`config.mk`:
```
export PLATFORM = sky130hd
export DESIGN_NAME = wdt_ctrl
export DESIGN_NICKNAME = d
export VERILOG_FILES = /design/src/pkg/wdt_ctrl_pkg.sv /design/src/rtl/wdt_ctrl.sv
export SDC_FILE = /design/constraint.sdc
export NUM_CORES = 1
export LEC_CHECK = 0
export ABC_AREA = 1
export BUFFER_PORTS_ARGS = -buffer_cell sky130_fd_sc_hd__buf_2
export CAP_MARGIN = 15
export CORE_ASPECT_RATIO = 2
export CORE_MARGIN = 5
export CORE_UTILIZATION = 45
export CTS_BUF_LIST = sky130_fd_sc_hd__clkbuf_8 sky130_fd_sc_hd__clkbuf_16
export DETAILED_ROUTE_END_ITERATION = 10
export HOLD_SLACK_MARGIN = 0.03
export PLACE_DENSITY = 0.6
export SYNTH_ARGS = -nofsm -noshare
export SYNTH_HDL_FRONTEND = slang
export SYNTH_SLANG_ARGS = --single-unit
```
`constraint.sdc`:
```
create_clock -name clk_sys -period 3.5 [get_ports clk_sys]
set_clock_uncertainty 0.05 [all_clocks]
set_input_delay 0 -clock clk_sys [delete_from_list [all_inputs] [get_ports clk_sys]]
set_output_delay 0 -clock clk_sys [all_outputs]
set_load 0.005 [all_outputs]
```
`src/pkg/wdt_ctrl_pkg.sv`:
```
// constants, types and bus carrier for the watchdog control and status logic
// assumes one 100 MHz system clock and a plain register port from the cpu side
package wdt_ctrl_pkg;

  // register offsets on the plain register port
  localparam logic [3:0] OFF_CTRL = 4'h0; // watchdog_control_status
  localparam logic [3:0] OFF_INT_STS = 4'h1;
  localparam logic [3:0] OFF_INT_MASK = 4'h2;
  localparam logic [3:0] OFF_COUNT = 4'h3;

  // field positions of watchdog_control_status
  localparam int BIT_FLAG = 7;
  localparam int BIT_IE = 6;
  localparam int BIT_PS3 = 5;
  localparam int BIT_UNLOCK = 4;
  localparam int BIT_SRE = 3;
  localparam int BIT_PS_LO = 0;

  // interrupt status bit positions
  localparam int STS_TIMEOUT = 0;
  localparam int STS_RESET = 1;

  // values after reset
  localparam logic [7:0] CTRL_RST = 8'h00;
  localparam logic SRE_RST = 1'b0; // undetermined in hardware; zero chosen
  localparam logic [1:0] STS_RST = 2'h0;
  localparam logic [1:0] MASK_RST = 2'h0;

  // cycle counts
  localparam logic [2:0] UNLOCK_CYCLES = 3'h4;
  localparam int PERIOD_BASE_LOG2 = 11; // shortest period 2048 oscillator ticks
  localparam logic [3:0] PS_MAX = 4'h9; // higher selects fall back to this one

  // mode selected by fuse, reset enable and interrupt enable
  typedef enum logic [1:0] {
    MODE_STOPPED = 2'b00,
    MODE_IRQ = 2'b01,
    MODE_BOTH = 2'b11,
    MODE_RESET = 2'b10
  } wdt_mode_t;

  // one register request from the cpu
  typedef struct packed {
    logic [3:0] addr;
    logic [7:0] wdata;
    logic wr;
    logic rd;
  } reg_req_t;

endpackage

```
`src/rtl/wdt_ctrl.sv`:
```
// watchdog control and status register with counter, mode select and interrupt
// assumes cpu strobes, vector ack and reset cause flag are on clk_sys; the
// oscillator and fuse arrive as pins and are synchronised here
// Operation
// (RULE_01) timeout with interrupt configured sets the flag at bit 7
// (RULE_02) executing the watchdog vector clears the flag in hardware
// (RULE_03) writing one to the flag clears it, zero leaves it
// (RULE_04) request needs global enable, interrupt enable and flag all set
// (RULE_05) eight-bit register layout, all fields zero after reset except reset enable
// (RULE_06) mode from fuse, reset enable and interrupt enable; fuse forces reset mode
// (RULE_07) in combined mode vector clears enable and flag; next timeout resets
// (RULE_08) unlock needed to clear reset enable or change prescaler; self-clears after four
// (RULE_09) reset enable forced to one while watchdog reset flag is set
// (RULE_10) timeout comes from oscillator count, period chosen by four select bits
//
// Design decisions made here: strobed register access and the register offsets.
`timescale 1ns/10ps
`default_nettype none

module wdt_ctrl
  import wdt_ctrl_pkg::*;
#(
  parameter int CNT_W = 21
) (
  // clock and reset
  input wire logic clk_sys,
  input wire logic resetn,
  // register port
  input wire reg_req_t req,
  output logic [7:0] rdata,
  // cpu side
  input wire logic global_irq_enable,
  input wire logic vector_ack,
  input wire logic counter_restart,
  input wire logic watchdog_reset_flag,
  // pins
  input wire logic wdt_osc_pin,
  input wire logic always_on_fuse,
  // requests out
  output logic wdt_irq_req,
  output logic system_reset_req,
  output logic irq
);

  // prescaler period: 2048 ticks shifted by the select, clamped at the top
  function automatic logic [CNT_W-1:0] terminal(input logic [3:0] sel);
    logic [3:0] s;
    s = (sel > PS_MAX) ? PS_MAX : sel;
    terminal = CNT_W'((64'd1 << (PERIOD_BASE_LOG2 + int'(s))) - 64'd1);
  endfunction

  logic flag_r, ie_r, unlock_r, sre_r;
  logic [3:0] ps_r;
  logic [2:0] unlock_cnt_r;
  logic [CNT_W-1:0] cnt_r;
  logic osc_s1_r, osc_s2_r, osc_s3_r;
  logic fuse_s1_r, fuse_s2_r;
  logic [1:0] sts_r, mask_r;
  logic [7:0] rdata_r;
  logic wdt_irq_r, rst_req_r, irq_r;

  // pin synchronisers, first stage read only by the second
  always_ff @(posedge clk_sys) begin
    if (!resetn) begin
      osc_s1_r <= 1'b0;
      osc_s2_r <= 1'b0;
      osc_s3_r <= 1'b0;
      fuse_s1_r <= 1'b0;
      fuse_s2_r <= 1'b0;
    end else begin
      osc_s1_r <= wdt_osc_pin;
      osc_s2_r <= osc_s1_r;
      osc_s3_r <= osc_s2_r;
      fuse_s1_r <= always_on_fuse;
      fuse_s2_r <= fuse_s1_r;
    end
  end

  // register decode
  wire wr_ctrl = req.wr && (req.addr == OFF_CTRL);
  wire wr_sts = req.wr && (req.addr == OFF_INT_STS);
  wire wr_mask = req.wr && (req.addr == OFF_INT_MASK);
  wire osc_tick = osc_s2_r && !osc_s3_r;

  // mode select; the fuse wins over both software bits
  wire wdt_mode_t mode = fuse_s2_r ? MODE_RESET :         // RULE_06
    wdt_mode_t'({sre_r, ie_r});

  // counter wraps at the selected period
  wire running = (mode != MODE_STOPPED);
  wire at_term = (cnt_r == terminal(ps_r));
  wire timeout = running && osc_tick && at_term;          // RULE_10
  wire [CNT_W-1:0] cnt_nxt = (!running || counter_restart || timeout) ? '0 :
    (osc_tick ? cnt_r + CNT_W'(1) : cnt_r);

  // timeout action by mode; combined mode resets only if the first went unserved
  wire to_irq = timeout && ((mode == MODE_IRQ) || (mode == MODE_BOTH && !flag_r));
  wire to_reset = timeout && ((mode == MODE_RESET) || (mode == MODE_BOTH && flag_r));

  // flag: set wins over both clears
  wire flag_clr = (wr_ctrl && req.wdata[BIT_FLAG]) || vector_ack;  // RULE_02 RULE_03
  wire flag_nxt = to_irq || (flag_r && !flag_clr);                 // RULE_01

  // vector in combined mode drops the enable, falling back to reset mode
  wire ie_vec_clr = vector_ack && sre_r && !fuse_s2_r;    // RULE_07
  wire ie_nxt = wr_ctrl ? req.wdata[BIT_IE] : (ie_r && !ie_vec_clr);

  // prescaler changes and reset enable clears only while unlocked
  wire [3:0] ps_wr = {req.wdata[BIT_PS3], req.wdata[BIT_PS_LO +: 3]};
  wire [3:0] ps_nxt = (wr_ctrl && unlock_r) ? ps_wr : ps_r;          // RULE_08
  wire sre_wr = !wr_ctrl ? sre_r :
    (req.wdata[BIT_SRE] ? 1'b1 : (unlock_r ? 1'b0 : sre_r));         // RULE_08
  wire sre_nxt = watchdog_reset_flag || sre_wr;                      // RULE_09

  // unlock window counts down four cycles, then clears itself
  wire unlock_set = wr_ctrl && req.wdata[BIT_UNLOCK];
  wire [2:0] ucnt_nxt = unlock_set ? UNLOCK_CYCLES :
    ((unlock_cnt_r != 3'h0) ? unlock_cnt_r - 3'h1 : 3'h0);
  wire unlock_nxt = unlock_set || (unlock_r && (unlock_cnt_r != 3'h1)); // RULE_08

  // interrupt status: sticky, write one clears, set wins
  wire [1:0] sts_set = {to_reset, to_irq};
  wire [1:0] sts_nxt = sts_set | (sts_r & ~(wr_sts ? req.wdata[1:0] : 2'h0));

  // read data, unmapped addresses answer zero
  wire [7:0] ctrl_view = {flag_r, ie_r, ps_r[3], unlock_r, sre_r, ps_r[2:0]}; // RULE_05
  wire [7:0] rd_mux = (req.addr == OFF_CTRL) ? ctrl_view :
    (req.addr == OFF_INT_STS) ? {6'h0, sts_r} :
    (req.addr == OFF_INT_MASK) ? {6'h0, mask_r} :
    (req.addr == OFF_COUNT) ? cnt_r[CNT_W-1 -: 8] : 8'h00;

  // control state
  always_ff @(posedge clk_sys) begin
    if (!resetn) begin
      flag_r <= CTRL_RST[BIT_FLAG];                       // RULE_05
      ie_r <= CTRL_RST[BIT_IE];
      unlock_r <= CTRL_RST[BIT_UNLOCK];
      sre_r <= SRE_RST;
      ps_r <= 4'h0;
      unlock_cnt_r <= 3'h0;
      cnt_r <= '0;
    end else begin
      flag_r <= flag_nxt;
      ie_r <= ie_nxt;
      unlock_r <= unlock_nxt;
      sre_r <= sre_nxt;
      ps_r <= ps_nxt;
      unlock_cnt_r <= ucnt_nxt;
      cnt_r <= cnt_nxt;
    end
  end

  // status, outputs and read port; outputs lag state by one cycle
  always_ff @(posedge clk_sys) begin
    if (!resetn) begin
      sts_r <= STS_RST;
      mask_r <= MASK_RST;
      rdata_r <= 8'h00;
      wdt_irq_r <= 1'b0;
      rst_req_r <= 1'b0;
      irq_r <= 1'b0;
    end else begin
      sts_r <= sts_nxt;
      mask_r <= wr_mask ? req.wdata[1:0] : mask_r;
      rdata_r <= req.rd ? rd_mux : 8'h00;
      wdt_irq_r <= global_irq_enable && ie_r && flag_r; // RULE_04
      rst_req_r <= to_reset;
      irq_r <= |(sts_r & mask_r);
    end
  end

  assign rdata = rdata_r;
  assign wdt_irq_req = wdt_irq_r;
  assign system_reset_req = rst_req_r;
  assign irq = irq_r;
endmodule

`default_nettype wire

```
# Word level (Yosys, flattened, before mapping)
# Cells that the tools add are included.
# Widths: inputs -> output; s select.
dict set report word_totals {
  ff_bits 52
  latchBits 0
  ram_bits 0
  mem_bits_ro 0
  mem_count 0
}
dict set report classes {
  add_sub_neg 4
  n_mul 0
  div_mod_pow 0
  n_lt_le_gt_ge 1
  eq_ne 8
  shift 1
  muxes 13
  n_bitwise 6
  reduce_logical 41
}
# cell count
set ops {}
lappend ops {{$mux 8} 4}
lappend ops {{$add 21x1->21 const B} 1}
lappend ops {{$eq 21x21->1} 1}
lappend ops {{$shl 1x5->21 const A} 1}
lappend ops {{$sub 21x1->21 const B} 1}
lappend ops {{$logic_and 1x1->1} 20}
lappend ops {{$eq 4x2->1 const B} 2}
lappend ops {{$logic_or 1x1->1} 8}
lappend ops {{$logic_not 1->1} 6}
lappend ops {{$mux 3} 2}
lappend ops {{$add 4x4->5 const A} 1}
lappend ops {{$and 2x2->2} 2}
lappend ops {{$eq 2x2->1 const B} 2}
lappend ops {{$eq 4x1->1 const B} 1}
lappend ops {{$gt 4x4->1 const B} 1}
lappend ops {{$logic_not 4->1} 1}
lappend ops {{$mux 1} 4}
lappend ops {{$mux 2} 2}
lappend ops {{$mux 4} 1}
lappend ops {{$reduce_or 2->1} 2}
lappend ops {{$ne 3x1->1 const B} 1}
lappend ops {{$reduce_bool 3->1} 1}
lappend ops {{$reduce_or 3->1} 1}
lappend ops {{$sub 3x1->3 const B} 1}
lappend ops {{6 further kinds} 7}

# Longest topological paths before layout
# Gate-level depths: netlist of the first run.
dict set report depth {
  depth_word 9
  ltp_mapped 27
  depth_no_buf 25
}

# Worst setup path after synthesis of the first run
# OpenSTA, ideal clock, no wires.
dict set report synth_path {
  kind {register to register}
  start {register ps_r[1]}
  end {register cnt_r[13]}
  setup_ns 0.119
  arrival_ns 2.995
  required_ns 3.331
  slack_ns 0.337
  stages_incl_launch_ff 24
  n_path_buf 2
  path_cell_list {dfxtp_1 buf_6 inv_4 nand2_4 nand2_4 nand3_2 ha_1 nor2_8 inv_2 nor2_1 nand2_1 ha_1 xnor2_1 nor3_1 nand3_1 nor2_1 nand4_1 nor2_1 nand3_1 nor2_2 nand2_2 nand3_4 buf_12 nor2_2}
}
dict set report synth_between {
  elab_chain_cells 9
}
# element line
set synth_rtl {}
lappend synth_rtl {{from (decl)} wdt_ctrl.sv:53} ;# logic [3:0] ps_r;
lappend synth_rtl {{from (signal assigned)} wdt_ctrl.sv:147} ;# ps_r <= ps_nxt;
lappend synth_rtl {{$gt 4x4->1} wdt_ctrl.sv:48} ;# s = (sel > PS_MAX) ? PS_MAX : sel;
lappend synth_rtl {{$mux 4 *} wdt_ctrl.sv:48}
lappend synth_rtl {{$add 4x4->5 *} wdt_ctrl.sv:49} ;# terminal = CNT_W'((64'd1 << (PERIOD_BASE_LOG2 + int'(s))) - 64'd1);
lappend synth_rtl {{$shl 1x5->21 *} wdt_ctrl.sv:49}
lappend synth_rtl {{$sub 21x1->21 *} wdt_ctrl.sv:49}
lappend synth_rtl {{$eq 21x21->1 *} wdt_ctrl.sv:91} ;# wire at_term = (cnt_r == terminal(ps_r));
lappend synth_rtl {{$logic_and 1x1->1 *} wdt_ctrl.sv:92} ;# wire timeout = running && osc_tick && at_term;
lappend synth_rtl {{$logic_or 1x1->1 *} wdt_ctrl.sv:93} ;# wire [CNT_W-1:0] cnt_nxt = (!running || counter_restart || timeout) ? '0 :
lappend synth_rtl {{$reduce_or 2->1 (no line) *} --}
lappend synth_rtl {{to (signal assigned)} wdt_ctrl.sv:149} ;# cnt_r <= cnt_nxt;
lappend synth_rtl {{to (decl)} wdt_ctrl.sv:55} ;# logic [CNT_W-1:0] cnt_r;
# Mark *: on every way between the ends. The rest lies on a longest branch, timed or not.
# A chain may end at the register's enable or synchronous reset.

# Final worst setup path of the first run
dict set report layout_path {
  start {register ps_r[1]}
  end {register cnt_r[0]}
}
# Same word-level chain as after synthesis.

==> key figures, run 1 <==
Setup path
  • Worst setup EP type: flop
  • CP required: 3630 ps
  • End of the worst register-to-register path: cnt_r[0]
  • Startpoint types: flop
  • Crit-path slowest cell: dfxtp_1
  • Register-to-Register Path Depth: 23
  • Reg2reg start: ps_r[1]
  • R2r setup slk: 220 ps
  • Critical Path AT: approximately 3400 ps
  • Cell family with most CP delay: simple AND/OR/NAND/NOR gates
  • Cell chain of the critical path: inv_4 -> nand2_4 -> nand2_4 -> nand3_4 -> ha_4 -> inv_2 -> nand2_8 -> nor2_8 -> nand2_1 -> inv_1 -> nand2_1 -> ha_1 -> xnor2_1 -> nor3_1 -> nand3_1 -> nor2_1 -> nand4_1 -> nor2_1 -> nand3_1 -> nor2_4 -> nand2_4 -> nand3_4 -> nor2_1
  • Maximum fanout along the worst path: 6
  • Worst Path Buf+Inv: 3
  • Slowest stage delay, CP: approximately 340 ps
  • Worst setup path category: reg -> reg

Global routing
  • Largest net degree at the start of global routing: 19
  • First-pass GRT wire length: 14.3 mm
  • Grt peak-use layer: met2
  • Total grt overflow: 0
  • GR Util met3: 3.78%
  • GRT met2 Usage: 31.5%
  • M1 GR Usage: 23.6%
  • Total GRT Usage: 18.8%
  • Number of global-route vias before repair: 3098
  • Initial antenna violation count: 0

Die
  • Core Area: roughly 0.0075 mm2
  • Die footprint: 0.00955 mm2
  • Number of cell rows: 45
  • Die Y-Extent: ~130 um
  • Starting Density: 45.7%
  • Die width: 71.7 um
  • I/O pin cnt: 33

Logic synthesis
  • Yosys warns: 0
  • Synth top area share: 30.4%
  • Mean Syn Cell Area: slightly below 7 um2
  • #FFs+latches synth: 52
  • Area contributors post-synth: dfxtp_1, nand2_1, inv_1
  • Top_reg_cell synth: dfxtp_1
  • Sequential area share after synthesis: a little under a third
  • Post-synthesis cell area: 0.00342 mm2
  • Top post-synthesis cells by count: nand2_1, inv_1, dfxtp_1
  • Unique cell type count in the Yosys netlist: 44
  • Most frequent cell after synthesis: nand2_1
  • Cell taking the most area after synthesis: dfxtp_1
  • Syn nets: 534
  • Post-Synthesis Cells: ~510
  • Post-synth ARST share: 0%
  • EDFF count, synth: 0

Finish
  • Final nets: between 500 and 600
  • Layout area overhead: 18.7%
  • Non-Filler Cell Area, Final: roughly 0.0041 mm2
  • Antenna cells: 0
  • Layout cells sized above 1: 19.8%

Placed design
  • Detailed placement HPWL: 6.84 mm
  • GPL Wtd Cong: 0.878
  • Worst slack at placement: -27.3 ps
  • I/O Buffers: 32
  • Dpl cell area: 0.00367 mm2

Routing
  • Post-route ant nets: 0
  • Vias: 3345
  • Wirelength per Cell: 13.7 um
  • DRC viols: 0
  • Vias per Instance: between 5 and 6
  • Initial DRC count: 289
  • Final wirelength: 9.04 mm
  • DRT Pass-1 Iters: 5

STA
  • Final worst setup slack: 223 ps
  • # setup viols final: 0
  • RSZ-0062 raised after global routing: no
  • Fmax: between 0.3 and 0.4 GHz
  • Period utilization: 93.6%
  • Crit path time final: 3280 ps
  • Final Hold Viols: 0
  • Max Slew Vio Count: 0
  • Slew HR: 41.5%
  • Slew @ Worst Pin: 874 ps
  • Hold Slack: 29.1 ps

Clock tree
  • CTS tree: yes
  • Max H-tree Level: 2
  • Clk_lat worst skew: 300 ps
  • Reg clk slew, reported paths: around 70 ps
  • Root buffer cell: clkbuf_16
  • CTS Buffer Depth: 2
  • Sink Count: 52
  • Total CTS buffers: 5

Hold path
  • Worst hold path class: in -> reg
  • Hold Path Stages: 3
  • Worst hold endpoint: fuse_s2_r
  • Hold Startpoint: resetn

Power
  • Cell area power density: roughly 300 mW/mm2
  • P_leak: 1.74 nW
  • Peak VDD IR: 0.438 mV

Outcome
  • Status: completed

Run
  • Max-cap violations: 0
==> timing repair <==
item	4_1_cts	5_1_grt
endpoints found under the hold margin	18	0
cloned	1	2
hold buffers	15	0
resized for setup	1	9
pin swaps	0	1
buffers inserted	0	2
setup endpoints to repair	14	24
==> cell type report <==
type                    count  area [um2]
multi-input cells         370        2080
clock buffers               5         125
fillers                   747        3430
repair buffers             55         370
clock inverters             3        17.5
well taps                  94         118
flip-flops and latches     52        1040
inverters                  80         310
==> where the power goes <==
group	switching [W]	internal [W]	leakage [nW]	total (W)
logic	0.0000709	0.0000553	1.24	0.000126
registers	0.0000103	0.000610	0.421	0.000621
clock network	0.000223	0.000264	0.0754	0.000487
==> tightest hold or removal path: cells and delay by family <==
family                 cells  cell delay (ps)
buffers and inverters      2              240
and+or+nand+nor            1               90
==> placed cells by master (no fill, tap or decap), types with 3 or more instances in the layout <==
cell type / n
nand3_2: 3
ha_1: 5
dlygate4sd3_1: 15
inv_1: 71
o21ai_0: 19
nor2_2: 27
nand2_4: 4
nand3_4: 5
nor3_1: 8
a21oi_1: 23
nand4_1: 14
nand3_1: 39
clkbuf_16: 5
nor2_1: 42
buf_4: 8
buf_2: 32
xor2_1: 21
nand2_2: 5
nand2_1: 126
nor2_4: 3
dfxtp_1: 52
inv_2: 8
==> layer usage <==
layer	wire, um	part of all wire, %
met3	400	4.4
met4	214	2.4
met1	3890	43
met5	0	0
met2	4530	50
==> metrics by stage <==
stage / instances / power (W) / utilization [%] / setup TNS, ps
after floorplan: 506 / 0.000717 / - / 0
after global placement: 631 / 0.000743 / 49.0 / 0
after detailed placement: 631 / 0.000743 / 49.0 / -27.3
after CTS: 655 / 0.00124 / 53.1 / 0
after global routing: 659 / 0.00130 / 54.2 / 0
final: 659 / 0.00123 / 54.2 / 0
==> state kept, by name (all words and copies together) (netlist names) <==
name	flops
osc_s3_r	1
system_reset_req	1
rdata	8
unlock_r	1
fuse_s2_r	1
osc_s2_r	1
flag_r	1
ie_r	1
mask_r	2
ps_r	4
irq	1
fuse_s1_r	1
unlock_cnt_r	3
cnt_r	21
sts_r	2
wdt_irq_req	1
sre_r	1
osc_s1_r	1
==> how the worst max path moves through the flow <==
| stage | cells past startpoint | slack, ps | start | to |
|---|---|---|---|---|
| global route | 23 | 4 | ps_r[1] | cnt_r[0] |
| CTS | 21 | 10 | ps_r[2] | cnt_r[0] |
| detailed placement | 21 | -30 | ps_r[2] | cnt_r[0] |
| global placement | 21 | 80 | ps_r[2] | cnt_r[0] |
| finish | 23 | 220 | ps_r[1] | cnt_r[0] |
| floorplan | 23 | 340 | ps_r[1] | cnt_r[13] |
==> kinds of logic (layout without fill, tap and decap cells) <==
logic type	after synthesis	after routing	share of synthesized area, %
simple gates	280	283	39.9
xor+xnor	22	22	5.63
mux	1	1	0.293
buf+inv	87	143	11.3
compound gates	58	58	10.2
fa+ha+maj	6	6	2.19
flops	52	52	30.4
(Power assumes the default switching activity.)
==> run 2, diff against run 1 <==
Settings changed: CORE_MARGIN 5 to 1, CORE_UTILIZATION 45 to 40, PLACE_DENSITY 0.6 to 0.55.
==> run 2 against run 1 <==
  * Maximum frequency increased by 2.9%
  * Final area increased by 0.15%
  * Critical path depth unchanged
  * Clock power increased by 8.8%
  * First-iteration DRC count decreased by 47%
  * Sequential cell count unchanged
  * Register-to-register slack improved by 90 ps
  * Setup slack improved by 91 ps
==> key figures, run 2 (synthesis results as in run 1) <==
Outcome
  • Status: completed

Die
  • Die width: 67.4 um
  • Die footprint: around 0.009 mm2
  • Core Area: 0.00829 mm2
  • Die Y-Extent: 133 um
  • Starting Density: around 41%
  • Number of cell rows: 47
  • I/O pin cnt: 33

Clock tree
  • CTS tree: yes
  • CTS Buffer Depth: 2
  • Total CTS buffers: 5
  • Root buffer cell: clkbuf_16
  • Clk_lat worst skew: 310 ps
  • Sink Count: 52
  • Reg clk slew, reported paths: 80 ps
  • Max H-tree Level: 2

Setup path
  • Worst setup EP type: flop
  • Crit-path slowest cell: dfxtp_2
  • CP required: 3650 ps
  • Most used cell, CP: nand2_4
  • Critical path startpoint: ps_r[2]
  • Register-to-Register Path Depth: 23
  • Slowest stage delay, CP: 360 ps
  • Maximum fanout along the worst path: 6
  • Cell chain of the critical path: inv_2 -> nand2_4 -> nand2_4 -> nand3_4 -> ha_4 -> inv_2 -> nand2_8 -> nor2_8 -> nand2_1 -> inv_1 -> nand2_1 -> ha_1 -> xnor2_1 -> nor3_1 -> nand3_1 -> nor2_2 -> nand4_1 -> nor2_1 -> nand3_1 -> nor2_2 -> nand2_4 -> nand3_4 -> nor2_1
  • Critical Path AT: around 3300 ps
  • Worst setup path category: reg -> reg
  • Startpoint types: flop
  • Reg2reg start: ps_r[2]

Placed design
  • Inst Count DP: 635
  • I/O Buffers: 32
  • Detailed placement HPWL: 8.52 mm
  • GPL Wtd Cong: 0.952

Finish
  • Layout area overhead: 18.8%
  • Finished Layout Cells: 662
  • Antenna cells: 0
  • Final nets: between 500 and 600
  • Filler Cells Inserted: 871
  • Largest Register: cnt_r
  • Commonest non-fill, non-tap cell in the layout: nand2_1
  • Layout cells sized above 1: 20.7%
  • Most frequent cells in the layout: nand2_1, inv_1, dfxtp_1, nor2_1, nand3_1
  • Number of flip-flops in the largest register: 21

Hold path
  • Hold Startpoint: resetn
  • Worst hold path class: in -> reg
  • Hold Path Stages: 3

Routing
  • Vias per Instance: 5.18
  • Initial DRC count: 152
  • Final wirelength: about 11 mm
  • Wirelength per Cell: 16.3 um
  • Post-route ant nets: 0
  • Vias: 3432
  • DRC viols: 0
  • DRT Pass-1 Iters: 4

STA
  • Final Hold Viols: 0
  • RSZ-0062 raised after global routing: no
  • Fmax: 0.314 GHz
  • Period utilization: 91.0%
  • # setup viols final: 0
  • Slew HR: 39.8%
  • Crit path time final: 3190 ps
  • Slew @ Worst Pin: between 900 and 1000 ps
  • Sum of negative setup slack: 0 ps
  • Max Slew Vio Count: 0

Global routing
  • Number of global-route vias before repair: 3440
  • Total GRT Usage: 26.4%
  • First-pass GRT wire length: 17.1 mm
  • Initial antenna violation count: 0
  • Total grt overflow: 0
  • Largest net degree at the start of global routing: 19

Power
  • Sw Ratio: 27.0%
  • Peak VDD IR: 0.303 mV
  • Cell area power density: approximately 320 mW/mm2
  • P_leak: about 1.7 nW
  • Flop pwr share: 48.4%
  • Net Sw Power: 0.000346 W
  • Clock network power share: 41.3%
  • Pint: approximately 0.00094 W
  • Combinational power share: between 10% and 20%

Run
  • Max-cap violations: 0
[run 2: cell count changes in the layout (fill, tap and decap cells not counted), sizes merged]
cell	before	now
clkinvlp	0	2
clkinv	1	0
dlygate4sd3	15	14
inv	82	81
[run 2: metrics by stage]
| stage | total power (W) | setup slack (ps) | area [um2] | util, % | hold WS, ps |
|---|---|---|---|---|---|
| 6_report | 0.00128 | 314 | 4070 | 49.0 | 28.5 |
| 5_1_grt | 0.00133 | 5.92 | 4070 | 49.0 | 40.8 |
| 4_1_cts | 0.00129 | 12.4 | 3980 | 48.0 | 34.5 |
| 3_5_place_dp | 0.000752 | 14.2 | 3670 | 44.3 | 144 |
| 3_3_place_gp | 0.000746 | 91.3 | 3670 | 44.3 | 130 |
| 2_1_floorplan | 0.000717 | 337 | 3420 | - | 47.6 |
[run 2: area by class of cell]
class                           count  area, um2  share of cell area (%)
Multi-Input combinational cell    370       2080                    51.1
Sequential cell                    52       1040                    25.7
Timing Repair Buffer               54        360                    8.86
Inverter                           80        310                    7.63
Clock buffer                        5        125                    3.08
Tap cell                           98        123                    3.02
Clock inverter                      3       26.3                   0.646
[run 2: routing by layer]
metal  vias up  track usage (%)  wire (um)
met2        90             48.1       5960
met1      1565             23.6       3580
met3        44             3.71        265
met5         -                0          0
li1       1733                -          -
met4         0             22.8        979
[run 2: final timing paths]
check	end	slack [ps]
setup / recovery	cnt_r[0]	310
hold / removal	fuse_s2_r	30
setup reg to reg	cnt_r[0]	310
hold reg to reg	osc_s2_r	370
[run 2: power by group through the flow]
stage	logic (W)	clock network (W)	registers (W)
after floorplan	0.0000843	0	0.000632
after global placement	0.000112	0	0.000634
after detailed placement	0.000116	0	0.000636
after CTS	0.000132	0.000536	0.000621
after global routing	0.000153	0.000558	0.000624
final	0.000133	0.000530	0.000621
[run 2: critical path, delay by kind of cell, from the launching register on]
kind | cells | cell delay [ps]
xor gates and xnor gates | 1 | 130
adders and majority gates | 2 | 480
DFF | 1 | 360
and+or+nand+nor | 17 | 1810
buffers and inverters | 3 | 240
[run 2: repair_timing]
action / 4_1_cts / 5_1_grt
endpoints found under the setup margin: 1 / 24
buffers inserted: 0 / 2
hold buffers: 14 / 0
gates resized for setup: 1 / 12
pin swaps: 0 / 3
endpoints found under the hold margin: 15 / 0
cloned: 1 / 2
